<file path="src/tbd_map.vh">
// Purpose: constants for the Type B command decoder
// Assumes: byte stream of frames, one byte per cycle
// Notes:   status words, codes, field positions
`ifndef TBD_MAP_VH
`define TBD_MAP_VH
// ==================================================
// Link-level command codes
`define TBD_CMD_REQ       8'h05
`define TBD_CMD_ATTACH    8'h1D
`define TBD_CMD_HALT      8'h50
`define TBD_PARAM_WAKE    3
// ==================================================
// Instruction codes
`define TBD_CLA_OK        8'h00
`define TBD_INS_SELECT    8'hA4
`define TBD_INS_READ      8'hB0
`define TBD_INS_WRITE     8'hD6
// ==================================================
// Address field positions
`define TBD_P1_TOP        7
`define TBD_MODE_HI       6
`define TBD_MODE_LO       4
`define TBD_MODE_RF       3'h0
`define TBD_MODE_TUNNEL   3'h4
// ==================================================
// Status words
`define TBD_SW_OK         16'h9000
`define TBD_SW_NOHOST     16'h5000
`define TBD_SW_HOSTERR    16'h5100
`define TBD_SW_LEN        16'h6700
`define TBD_SW_P1P2       16'h6A86
`define TBD_SW_INS        16'h6D00
`define TBD_SW_CLA        16'h6E00
`define TBD_SW_RO         16'h6F00
// ==================================================
// Timing
`define TBD_HOST_WAIT_US  100
`define TBD_CLK_MHZ       200
`endif

</file>
<file path="src/tbd_decoder.v">
// Purpose: Type B link command and APDU decoder for the tag
// Assumes: frames arrive CRC-checked, one byte per valid cycle
// Notes:   payload goes to memory or host through a FIFO
`default_nettype none
`include "tbd_map.vh"
module tbd_decoder #(
    parameter AW        = 15,
    parameter MEM_BYTES = 16'h2000,
    parameter MAX_LEN   = 8'hF0,
    parameter HOST_WAIT = `TBD_HOST_WAIT_US * `TBD_CLK_MHZ
) (
    // Clock and reset
    input  wire            clk_sys,
    input  wire            rst,
    // Frame input from block layer
    input  wire            rx_valid,
    input  wire [7:0]      rx_data,
    input  wire            rx_last,
    input  wire            rx_is_apdu,
    // Block control events
    input  wire            blk_chain,
    input  wire            blk_ack,
    input  wire            blk_nak,
    input  wire            blk_deselect,
    // Configuration
    input  wire [15:0]     read_only_region_setting,
    // Status out
    output reg             sw_valid,
    output reg  [7:0]      sw1,
    output reg  [7:0]      sw2,
    output reg  [2:0]      link_state,
    output reg             chain_active,
    output reg             resend_req,
    // Access request
    output reg             acc_start,
    output reg             acc_write,
    output reg             acc_tunnel,
    output reg  [AW-1:0]   acc_addr,
    output reg  [7:0]      acc_len,
    // Payload out
    output wire            pay_valid,
    input  wire            pay_ready,
    output wire [7:0]      pay_data,
    output wire            rx_ready,
    // Host answer in tunnel mode
    input  wire            host_done,
    input  wire            host_err
);
    // ==================================================
    // Link states
    localparam ST_IDLE   = 3'd0;
    localparam ST_READY  = 3'd1;
    localparam ST_ACTIVE = 3'd2;
    localparam ST_HALT   = 3'd3;
    // APDU parse phases
    localparam PH_CLA  = 3'd0;
    localparam PH_INS  = 3'd1;
    localparam PH_P1   = 3'd2;
    localparam PH_P2   = 3'd3;
    localparam PH_LC   = 3'd4;
    localparam PH_DATA = 3'd5;
    localparam PH_WAIT = 3'd6;
    localparam PH_SKIP = 3'd7;
    // Status words split into bytes for the answer phase
    localparam [15:0] SW_OK     = `TBD_SW_OK;
    localparam [15:0] SW_NOHOST = `TBD_SW_NOHOST;
    localparam [15:0] SW_HOSTER = `TBD_SW_HOSTERR;

    reg  [2:0]  phase;
    reg  [2:0]  lphase;
    reg  [7:0]  cla;
    reg  [7:0]  ins;
    reg  [7:0]  p1;
    reg  [7:0]  p2;
    reg  [7:0]  lc;
    reg  [7:0]  dcount;
    reg         has_lc;
    reg         link_cmd_req;
    reg  [19:0] wait_cnt;
    reg  [15:0] next_sw;
    wire        fifo_in_ready;
    wire        data_byte;
    wire [15:0] addr_full;
    wire [2:0]  mode;
    wire        tunnel;
    wire        is_rw;
    wire        is_wr;
    wire [15:0] end_addr;

    // ==================================================
    // Field decode
    assign addr_full = {1'b0, p1[6:0], p2};
    assign mode      = p1[`TBD_MODE_HI:`TBD_MODE_LO];
    assign tunnel    = (mode == `TBD_MODE_TUNNEL);
    assign is_wr     = (ins == `TBD_INS_WRITE);
    assign is_rw     = (ins == `TBD_INS_READ) || is_wr;
    assign end_addr  = {4'h0, p1[3:0], p2} + {8'h00, lc};
    assign data_byte = rx_valid && (phase == PH_DATA) && fifo_in_ready;
    assign rx_ready  = (phase != PH_DATA) || fifo_in_ready;

    // Byte payload, no structure assumed
    tbd_fifo #(
        .WIDTH (8),
        .DEPTH (8),
        .AW    (3)
    ) u_fifo (
        .clk_sys   (clk_sys),
        .rst       (rst),
        .flush     (rx_valid && phase == PH_CLA),
        .in_valid  (rx_valid && phase == PH_DATA),
        .in_ready  (fifo_in_ready),
        .in_data   (rx_data),
        .out_valid (pay_valid),
        .out_ready (pay_ready),
        .out_data  (pay_data)
    );

    // ==================================================
    // Status priority at end of header
    always @* begin
        next_sw = `TBD_SW_OK;
        if (cla != `TBD_CLA_OK) begin
            next_sw = `TBD_SW_CLA;
        end else if (ins == `TBD_INS_SELECT) begin
            next_sw = `TBD_SW_OK;
        end else if (!is_rw) begin
            next_sw = `TBD_SW_INS;
        end else if (p1[`TBD_P1_TOP]) begin
            next_sw = `TBD_SW_P1P2;
        end else if (mode != `TBD_MODE_RF && !tunnel) begin
            next_sw = `TBD_SW_P1P2;
        end else if (lc > MAX_LEN || (is_wr && !has_lc) || (is_wr && lc == 8'h00)) begin
            next_sw = `TBD_SW_LEN;
        end else if (!tunnel && end_addr > MEM_BYTES) begin
            next_sw = `TBD_SW_P1P2;
        end else if (!tunnel && is_wr &&
                     {4'h0, p1[3:0], p2} < read_only_region_setting) begin
            next_sw = `TBD_SW_RO;
        end
    end

    // ==================================================
    // Link-level state
    always @(posedge clk_sys or posedge rst) begin
        if (rst) begin
            lphase       <= PH_CLA;
            link_state   <= ST_IDLE;
            link_cmd_req <= 1'b0;
        end else begin
            if (rx_valid && !rx_is_apdu) begin
                if (lphase == PH_CLA) begin
                    lphase <= PH_INS;
                    case (rx_data)
                        `TBD_CMD_REQ: begin
                            link_cmd_req <= 1'b1;
                        end
                        `TBD_CMD_ATTACH: begin
                            if (link_state == ST_READY) begin
                                link_state <= ST_ACTIVE;
                            end
                        end
                        `TBD_CMD_HALT: begin
                            link_state <= ST_HALT;
                        end
                        default: begin
                            link_state <= link_state;
                        end
                    endcase
                end else if (lphase == PH_INS && link_cmd_req) begin
                    lphase       <= PH_P1;
                    link_cmd_req <= 1'b0;
                end else if (lphase == PH_P1) begin
                    lphase <= PH_SKIP;
                    // Wake form in idle or halt, request form idle only
                    if (rx_data[`TBD_PARAM_WAKE]) begin
                        if (link_state == ST_IDLE || link_state == ST_HALT) begin
                            link_state <= ST_READY;
                        end
                    end else if (link_state == ST_IDLE) begin
                        link_state <= ST_READY;
                    end
                end
                if (rx_last) begin
                    lphase       <= PH_CLA;
                    link_cmd_req <= 1'b0;
                end
            end
            if (blk_deselect) begin
                link_state <= ST_HALT;
            end
        end
    end

    // ==================================================
    // Block control flags
    always @(posedge clk_sys or posedge rst) begin
        if (rst) begin
            chain_active <= 1'b0;
            resend_req   <= 1'b0;
        end else begin
            resend_req <= blk_ack || blk_nak;
            if (blk_deselect) begin
                chain_active <= 1'b0;
            end else if (rx_valid && rx_is_apdu && rx_last) begin
                chain_active <= blk_chain;
            end
        end
    end

    // ==================================================
    // APDU parser
    always @(posedge clk_sys or posedge rst) begin
        if (rst) begin
            phase      <= PH_CLA;
            cla        <= 8'h00;
            ins        <= 8'h00;
            p1         <= 8'h00;
            p2         <= 8'h00;
            lc         <= 8'h00;
            has_lc     <= 1'b0;
            dcount     <= 8'h00;
            wait_cnt   <= 20'h00000;
            sw_valid   <= 1'b0;
            sw1        <= 8'h00;
            sw2        <= 8'h00;
            acc_start  <= 1'b0;
            acc_write  <= 1'b0;
            acc_tunnel <= 1'b0;
            acc_addr   <= {AW{1'b0}};
            acc_len    <= 8'h00;
        end else begin
            sw_valid  <= 1'b0;
            acc_start <= 1'b0;
            case (phase)
                PH_CLA: begin
                    if (rx_valid && rx_is_apdu && link_state == ST_ACTIVE) begin
                        cla    <= rx_data;
                        lc     <= 8'h00;
                        has_lc <= 1'b0;
                        phase  <= rx_last ? PH_CLA : PH_INS;
                    end
                end
                PH_INS: begin
                    if (rx_valid) begin
                        ins   <= rx_data;
                        phase <= rx_last ? PH_CLA : PH_P1;
                    end
                end
                PH_P1: begin
                    if (rx_valid) begin
                        p1    <= rx_data;
                        phase <= rx_last ? PH_CLA : PH_P2;
                    end
                end
                PH_P2: begin
                    if (rx_valid) begin
                        p2    <= rx_data;
                        phase <= rx_last ? PH_WAIT : PH_LC;
                    end
                end
                PH_LC: begin
                    if (rx_valid) begin
                        lc     <= rx_data;
                        has_lc <= 1'b1;
                        dcount <= 8'h00;
                        phase  <= (rx_last || !is_wr) ? PH_WAIT : PH_DATA;
                    end
                end
                PH_DATA: begin
                    if (data_byte) begin
                        dcount <= dcount + 8'h01;
                        if (rx_last) begin
                            phase <= PH_WAIT;
                            if (dcount + 8'h01 != lc) begin
                                lc <= 8'hFF;
                            end
                        end
                    end
                end
                PH_WAIT: begin
                    // Header complete: decide status or forward
                    if (next_sw != `TBD_SW_OK || ins == `TBD_INS_SELECT) begin
                        sw_valid <= 1'b1;
                        sw1      <= next_sw[15:8];
                        sw2      <= next_sw[7:0];
                        phase    <= PH_CLA;
                    end else begin
                        acc_start  <= 1'b1;
                        acc_write  <= is_wr;
                        acc_tunnel <= tunnel;
                        acc_addr   <= addr_full[AW-1:0];
                        acc_len    <= lc;
                        wait_cnt   <= HOST_WAIT[19:0];
                        phase      <= PH_SKIP;
                    end
                end
                PH_SKIP: begin
                    if (!acc_tunnel || host_done) begin
                        sw_valid <= 1'b1;
                        // Memory access never reports a stale host error
                        if (acc_tunnel && host_err) begin
                            sw1 <= SW_HOSTER[15:8];
                        end else begin
                            sw1 <= SW_OK[15:8];
                        end
                        sw2      <= SW_OK[7:0];
                        phase    <= PH_CLA;
                    end else if (wait_cnt == 20'h00000) begin
                        sw_valid <= 1'b1;
                        sw1      <= SW_NOHOST[15:8];
                        sw2      <= 8'h00;
                        phase    <= PH_CLA;
                    end else begin
                        wait_cnt <= wait_cnt - 20'h00001;
                    end
                end
                default: begin
                    phase <= PH_CLA;
                end
            endcase
        end
    end
endmodule
`default_nettype wire

</file>
<file path="src/tbd_fifo.v">
// Purpose: small FIFO for payload bytes
// Assumes: single clock, asynchronous reset
// Notes:   data out from a register
`default_nettype none
module tbd_fifo #(
    parameter WIDTH = 8,
    parameter DEPTH = 8,
    parameter AW    = 3
) (
    // Clock and reset
    input  wire             clk_sys,
    input  wire             rst,
    input  wire             flush,
    // Fill side
    input  wire             in_valid,
    output wire             in_ready,
    input  wire [WIDTH-1:0] in_data,
    // Drain side
    output wire             out_valid,
    input  wire             out_ready,
    output reg  [WIDTH-1:0] out_data
);
    reg [WIDTH-1:0] mem [0:DEPTH-1];
    reg [AW-1:0]    wr_ptr;
    reg [AW-1:0]    rd_ptr;
    reg [AW:0]      count;
    reg             have;
    wire            push;
    wire            pop;
    wire            load;
    // ==================================================
    // Storage plus one output register
    assign in_ready  = (count != DEPTH[AW:0]);
    assign push      = in_valid && in_ready;
    assign out_valid = have;
    assign load      = (count != {(AW+1){1'b0}}) && (!have || out_ready);
    assign pop       = load;
    always @(posedge clk_sys) begin
        if (push) begin
            mem[wr_ptr] <= in_data;
        end
    end
    always @(posedge clk_sys or posedge rst) begin
        if (rst) begin
            wr_ptr   <= {AW{1'b0}};
            rd_ptr   <= {AW{1'b0}};
            count    <= {(AW+1){1'b0}};
            have     <= 1'b0;
            out_data <= {WIDTH{1'b0}};
        end else if (flush) begin
            wr_ptr <= {AW{1'b0}};
            rd_ptr <= {AW{1'b0}};
            count  <= {(AW+1){1'b0}};
            have   <= 1'b0;
        end else begin
            if (push) begin
                wr_ptr <= wr_ptr + {{(AW-1){1'b0}}, 1'b1};
            end
            if (pop) begin
                rd_ptr   <= rd_ptr + {{(AW-1){1'b0}}, 1'b1};
                out_data <= mem[rd_ptr];
            end
            if (push && !pop) begin
                count <= count + {{AW{1'b0}}, 1'b1};
            end else if (pop && !push) begin
                count <= count - {{AW{1'b0}}, 1'b1};
            end
            if (load) begin
                have <= 1'b1;
            end else if (out_ready) begin
                have <= 1'b0;
            end
        end
    end
endmodule
`default_nettype wire

</file>
<file path="config.mk">
export PLATFORM = sky130hd
export DESIGN_NAME = tbd_decoder
export DESIGN_NICKNAME = d
export VERILOG_FILES = /design/src/tbd_decoder.v /design/src/tbd_fifo.v
export VERILOG_INCLUDE_DIRS = /design/src
export SDC_FILE = /design/constraint.sdc
export NUM_CORES = 1
export LEC_CHECK = 0
export CAP_MARGIN = 25
export CORE_MARGIN = 8
export CORE_UTILIZATION = 30
export DETAILED_ROUTE_END_ITERATION = 10
export DONT_BUFFER_PORTS = 1
export PLACE_DENSITY = 0.43
export REMOVE_ABC_BUFFERS = 1
export SLEW_MARGIN = 30
export SYNTH_ARGS = -nofsm -noshare
export SYNTH_HDL_FRONTEND = slang
export SYNTH_SLANG_ARGS = --single-unit
</file>
<file path="constraint.sdc">
create_clock -name clk_sys -period 5.3 [get_ports clk_sys]
set_clock_uncertainty 0.15 [all_clocks]
set_input_delay 1.59 -clock clk_sys [delete_from_list [all_inputs] [get_ports clk_sys]]
set_output_delay 1.59 -clock clk_sys [all_outputs]
set_load 0.02 [all_outputs]
</file>
==> impl_metrics.tcl, run 1 <==
set metrics [dict create \
    ys_ff_latch 199 \
    die_x_um 191 \
    synth-main-ff-cell "dfrtp_1" \
    track_usage_pct 13.0 \
    path_clk_slew_ns 0.07 \
    grt_pass1_wl_um 36400 \
    postCtsHoldBufs 0 \
    final-max-slew-violation-count 0 \
    critPathKind "input port to register" \
    start_util_pct 30.3 \
    postRouteAntennaNets 0 \
    drt-total-wl_um 22700 \
    cp-end-kind "register" \
    wl_per_cell_um 18.9 \
    antenna_found_initial 0 \
    muxShareOfSynthArea_pct 9.89 \
    finalHoldViolCount 0 \
    path_cells "inv_1 -> ha_1 -> o21a_1 -> o21ai_0 -> o21ai_0 -> a41oi_1 -> nor3_1 -> nand3_1 -> buf_12 -> and2_1" \
    cts_max_level 4 \
    place_congestion 0.726 \
    arrival_ns 4.14 \
    max_slew.worst_pin.slew_ns 0.936 \
    hp-class "register to register" \
    synth_cell_type_count 65 \
    synth_fa_ha_area_share_pct 3.21 \
    layout-drive-gt1-share_pct 13.3 \
    grt_pass1_vias 6059 \
    crit_buf_inv 2 \
    clk_latency_ns 0.44 \
    area_growth_pct 10.9 \
    rows 64 \
    pre_cts_ws_ns 0.827 \
    peakVddDrop_uv 255 \
    regMostFlops "u_fifo.mem" \
    port_buffers 0 \
    fp.dieArea_um2 36600 \
    drcViolationCount 0 \
    worstPathRequired_ns 5.48 \
    clock_sinks 199 \
    startpoint_type "input port" \
    vias 5818 \
    reg_top3 "u_fifo.mem: 64 flops, wait_cnt: 20 flops, acc_addr: 15 flops" \
    cpPeakStageDelay_ns 0.59 \
    status "complete, no violations" \
    seq_area_frac_synth_pct 57.6 \
    avgViaCountPerCell 4.84 \
    power.density_nw_per_um2 472 \
    drt_pre_antenna_iters 4 \
    final_cells 1203 \
    yosys.area_share.xor_xnor_pct 2.76 \
    post_cts_resized 0 \
    grt_max_degree 95 \
    cts_tree "done" \
    synth_top_family_by_area "simple AND/OR/NAND/NOR gates" \
    cts_buffer_depth 2 \
    max_cap_viol_count 0 \
    max_freq_ghz 0.252 \
    period_share_pct 74.8 \
    postSynthAreaPerCell_um2 11.6 \
    n_antenna_cell 0 \
    dpl.hpwl_um 15300 \
    post-cts-setup-buffers 0 \
    fillers 3064 \
    largest_reg_flops 64 \
    synth_simple_gate_area_share_pct 14.3 \
    rsz0062_at_grt "false" \
    slew_headroom_pct 37.3 \
    drt_iter0_drc 271 \
    synth-async-reset-ratio_pct 67.8 \
    cts_root_buf "clkbuf_16" \
    finalSetupViolCount 0 \
    dp.cells 1171 \
    synth_edf_count 64 \
    gr-total-overflow 0 \
    core_area_um2 30400 \
    min_period_ns 3.97 \
    crit_top_cell "o21ai_0" \
    synth_cells 795 \
    num_io_pins 94 \
    nets 853 \
    synth_compound_area_share_pct 8.67 \
    worstPathMaxFanout 24 \
    finalWorstSetupSlack_ns 1.33 \
    netlist_area_um2 9210 \
    cts_buffers 17 \
    yosys_warnings 0 \
    p_leak_nw 4.25 \
    whs_ns 0.361 \
    post-route-util_pct 33.6 \
    crit_family "simple AND/OR/NAND/NOR gates" \
    fp.dieH_um 191 \
    cp_slowest_cell "nor3_1" \
]
==> routing by layer <==
layer / vias to the layer above / part of all wire (%) / track usage [%]
met5: - / 0 / 0
met4: 0 / 1.8 / 4.41
met3: 27 / 6.5 / 4.20
met2: 114 / 45 / 19.5
met1: 2868 / 47 / 17.4
li1: 2809 / - / -
==> kinds of logic after synthesis <==
group,count (synthesis)
flops,199
xor+xnor,29
simple gates,272
fa+ha+maj,23
other cells,1
buf+inv,75
compound gates,129
mux,67
==> synthesized netlist by cell type, types with 4 or more instances <==
master | instances | area share, %
dfrtp_1 | 135 | 37
nand2_1 | 108 | 4.4
nor2_1 | 68 | 2.8
edfxtp_1 | 64 | 21
o21ai_0 | 50 | 2.7
a21oi_1 | 34 | 1.8
inv_1 | 34 | 1.4
mux2_2 | 32 | 3.9
clkbuf_1 | 26 | 1.1
ha_1 | 22 | 3.0
mux2i_1 | 19 | 2.1
xor2_1 | 18 | 1.7
mux4_2 | 16 | 3.9
nand3_1 | 13 | 0.71
nor3_1 | 12 | 0.65
nor4_1 | 12 | 0.82
xnor2_1 | 11 | 1.0
nand2b_1 | 10 | 0.68
buf_4 | 8 | 0.65
nand4_1 | 7 | 0.48
a21o_1 | 6 | 0.49
a31oi_1 | 6 | 0.41
and3_1 | 6 | 0.41
o211ai_1 | 6 | 0.49
nor3b_1 | 5 | 0.41
o31ai_1 | 5 | 0.41
or3_1 | 5 | 0.34
nor2b_1 | 4 | 0.27
==> power breakdown <==
part           switching (mW)  internal [mW]  total, mW
combinational           0.634          0.610       1.24
sequential              0.473           1.91       2.38
clock                   0.587          0.603       1.19
total                    1.69           3.12       4.81
==> cell type report <==
| class | instances | area [um2] | share of cell area [%] |
|---|---|---|---|
| clock inverters | 10 | 76.3 | 0.748 |
| multi-input cells | 526 | 3620 | 35.5 |
| inverters | 35 | 144 | 1.41 |
| clock buffers | 22 | 444 | 4.35 |
| flip-flops and latches | 199 | 5300 | 51.9 |
| well taps | 396 | 495 | 4.85 |
| repair buffers | 15 | 125 | 1.23 |
==> worst paths after layout <==
kind | startpoint | endpoint | slack [ns] | cells past startpoint
worst max-delay path | read_only_region_setting[2] | acc_addr[12] | 1.33 | 10
worst min-delay path | cla[2] | cla[2] | 0.36 | 1
worst max register to register | phase[2] | u_fifo.count[3] | 1.87 | 13
worst min register to register | cla[2] | cla[2] | 0.36 | 1
max in group asynchronous | rst | u_fifo.count[0] | 3.23 | 2
min in group asynchronous | rst | acc_addr[11] | 0.94 | 1
==> per-stage QoR <==
stage               instance area, um2  total power, mW  setup TNS, ns
floorplan                         9040             3.29          -6.90
global placement                  9670             3.68              0
detailed placement                9690             3.68              0
CTS                              10200             4.90              0
global route                     10200             5.17              0
finish                           10200             4.81              0
==> layout by cell type (no fill, tap or decap), types with 5 or more instances in the layout <==
cell,n
nand2b_1,10
nor2_1,67
inv_1,33
or3_1,5
conb_1,6
nor3b_1,5
nor4_1,12
clkbuf_1,5
a21o_1,6
o31ai_1,5
mux4_2,16
a31oi_1,6
nor3_1,9
dfrtp_1,135
xnor2_1,11
a21oi_1,34
edfxtp_1,64
and3_1,6
ha_1,22
nand4_1,7
buf_4,14
nand2_1,108
o21ai_0,50
mux2i_1,19
mux2_2,32
nand3_1,13
clkbuf_16,17
xor2_1,18
o211ai_1,6
Note: power is estimated with default switching activity, not from simulation.
==> run 2, diff against run 1 <==
--- a/config.mk
+++ b/config.mk
@@ -6,6 +6,7 @@
 export SDC_FILE = /design/constraint.sdc
 export NUM_CORES = 1
 export LEC_CHECK = 0
+export ABC_AREA = 1
 export CAP_MARGIN = 25
 export CORE_MARGIN = 8
 export CORE_UTILIZATION = 30
==> constraint.sdc (replaced) <==
create_clock -name clk_sys -period 3.6 [get_ports clk_sys]
set_clock_uncertainty 0.15 [all_clocks]
set_input_delay 1.08 -clock clk_sys [delete_from_list [all_inputs] [get_ports clk_sys]]
set_output_delay 1.08 -clock clk_sys [all_outputs]
set_load 0.02 [all_outputs]
==> run 2 against run 1 <==
Effect of this change:
- cell count increased by 28%
- die area is 5.7% higher
- synthesized cell count up 37%
- flip-flop and latch count stayed put
- clock-buffer cell count down 5
- critical path type is now register to output pin
==> impl_metrics.tcl, run 2 <==
set metrics [dict create \
    gr-total-overflow 0 \
    startpoint_type "register" \
    n_antenna_cell 0 \
    r2r_slack_ns 1.13 \
    drt_iter0_drc 478 \
    post_cts_resized 0 \
    postCtsHoldBufs 0 \
    synth_common_cells "nand2_1, dfrtp_1, nor2_1, inv_1, o21ai_0" \
    min_from "wait_cnt[0]" \
    yosys_warnings 0 \
    netlist_area_um2 9780 \
    cts_max_level 4 \
    hp-class "register to register" \
    cts_root_buf "clkbuf_16" \
    synth_area_leaders "dfrtp_1, edfxtp_1, nand2_1" \
    post-route-util_pct 33.8 \
    seq_area_frac_synth_pct 54.2 \
    cts_tree "done" \
    place_congestion 0.742 \
    grt_pass1_wl_um 41300 \
    drt_pre_antenna_iters 5 \
    regMostFlops "u_fifo.mem" \
    layout_common_cells "nand2_1, dfrtp_1, nor2_1" \
    p_leak_nw 4.89 \
    yosysTopAreaCell "dfrtp_1" \
    grt_pass1_vias 7261 \
    worstPathMaxFanout 12 \
    drt-total-wl_um 25700 \
    setup_tns_ns 0 \
    critPathKind "register to output pin" \
    layout-drive-gt1-share_pct 11.2 \
    rsz0062_at_grt "false" \
    drcViolationCount 0 \
    finalSetupViolCount 0 \
    ys_ff_latch 199 \
    pre_cts_ws_ns 0.480 \
    status "complete, no violations" \
    synth_top_area_share_pct 34.5 \
    worstPathRequired_ns 2.37 \
    reg_top3 "u_fifo.mem: 64 flops, wait_cnt: 20 flops, acc_addr: 15 flops" \
    port_buffers 0 \
    vias 7123 \
    clock_sinks 199 \
    num_io_pins 94 \
    slew_headroom_pct 57.0 \
    rows 66 \
    dpl.hpwl_um 17600 \
    postSynthAreaPerCell_um2 9.01 \
    yosysMostFrequentCell "nand2_1" \
    area_growth_pct 11.4 \
    antenna_found_initial 0 \
    cts_buffers 17 \
    post-cts-setup-buffers 0 \
    cts_buffer_depth 2 \
    crit_start "phase[0]" \
    power.density_nw_per_um2 719 \
    fp.dieArea_um2 38600 \
    wl_per_cell_um 16.6 \
    max_cap_viol_count 0 \
    cp-end-kind "output pin" \
    p_total_mw 7.83 \
    grt_max_degree 65 \
    min_period_ns 2.90 \
    core_area_um2 32300 \
    path_clk_slew_ns 0.08 \
    avgViaCountPerCell 4.61 \
    max_slew.worst_pin.slew_ns 0.645 \
    synth_edf_count 64 \
    synth-async-reset-ratio_pct 67.8 \
    dp.cells 1513 \
    peakVddDrop_uv 365 \
    largest_reg_flops 64 \
    arrival_ns 1.67 \
    fp.dieH_um 197 \
    layout_commonest_cell "nand2_1" \
    die_x_um 197 \
    clk_latency_ns 0.45 \
    synth_cell_type_count 47 \
    finalHoldViolCount 0 \
    final_cells 1545 \
    worstReg2RegStart "phase[2]" \
    track_usage_pct 13.7 \
    synth_cells 1086 \
    postRouteAntennaNets 0 \
    synth-main-ff-cell "dfrtp_1" \
    max_freq_ghz 0.345 \
    start_util_pct 30.3 \
    final-max-slew-violation-count 0 \
    finalWorstSetupSlack_ns 0.698 \
    period_share_pct 80.6 \
    nets 1149 \
]
==> run 2: changes by cell type in the layout (fill, tap and decap cells not counted), sizes merged, moves of 10 or more <==
cell	previous run	this run
inv	36	122
mux2	32	1
mux2i	19	0
mux4	16	0
nand2	108	284
nand2b	10	0
nand3	13	53
nor2	68	121
o21ai	50	111
o221ai	0	14
==> run 2: kinds of logic (layout without fill, tap and decap cells) <==
logic type	count (synthesis)	in the layout	synth area share (%)
AND/OR/NAND/NOR	509	509	23.3
flip-flops	199	199	54.2
AO/OA/AOI/OAI	168	168	9.84
buffers and inverters	157	169	7.02
XOR/XNOR	28	28	2.51
adder cells (fa/ha/maj)	23	23	3.02
other	1	6	0.0383
multiplexers	1	1	0.115
==> run 2: power breakdown <==
part           internal [mW]  switching (mW)  total [mW]
Sequential              2.80           0.537        3.34
Clock                  0.999           0.999        2.00
Combinational          0.886            1.61        2.50
==> run 2: final timing paths <==
check,endpoint,cells past startpoint
max in group asynchronous,acc_addr[12],2
hold / removal,wait_cnt[0],2
setup / recovery,rx_ready,6
min in group asynchronous,u_fifo.out_data[1],1
hold reg to reg,wait_cnt[0],2
setup reg to reg,sw1[5],11
==> run 2: critical path, cell delays in order, from the launching register on <==
cell	delay, ns
dfrtp_1	0.43
inv_2	0.07
nor2_2	0.09
inv_2	0.06
nor2_4	0.09
buf_4	0.20
nand4_1	0.28
==> run 2: final cells by class <==
| cell class | count | area, um2 |
|---|---|---|
| Multi-Input combinational cell | 735 | 3810 |
| Clock buffer | 17 | 425 |
| Clock inverter | 15 | 183 |
| Timing Repair Buffer | 21 | 183 |
| Inverter | 116 | 440 |
| Tap cell | 442 | 553 |
| Fill cell | 3389 | 21400 |
| Sequential cell | 199 | 5300 |
==> run 2: per-stage QoR <==
stage / hold WS (ns) / instance area [um2]
2_1_floorplan: 0.292 / 9550
6_report: 0.330 / 10900
3_3_place_gp: 0.304 / 10300
5_1_grt: 0.362 / 10900
4_1_cts: 0.330 / 10900
3_5_place_dp: 0.310 / 10300
==> run 2: routing by layer <==
metal | wire (um) | track usage [%] | share of wire (%) | vias to the layer above
li1 | - | - | - | 3567
met1 | 12200 | 17.9 | 48 | 3427
met2 | 12000 | 22.6 | 47 | 112
met3 | 1160 | 3.29 | 4.5 | 17
met4 | 323 | 3.43 | 1.3 | 0
met5 | 0 | 0 | 0 | -
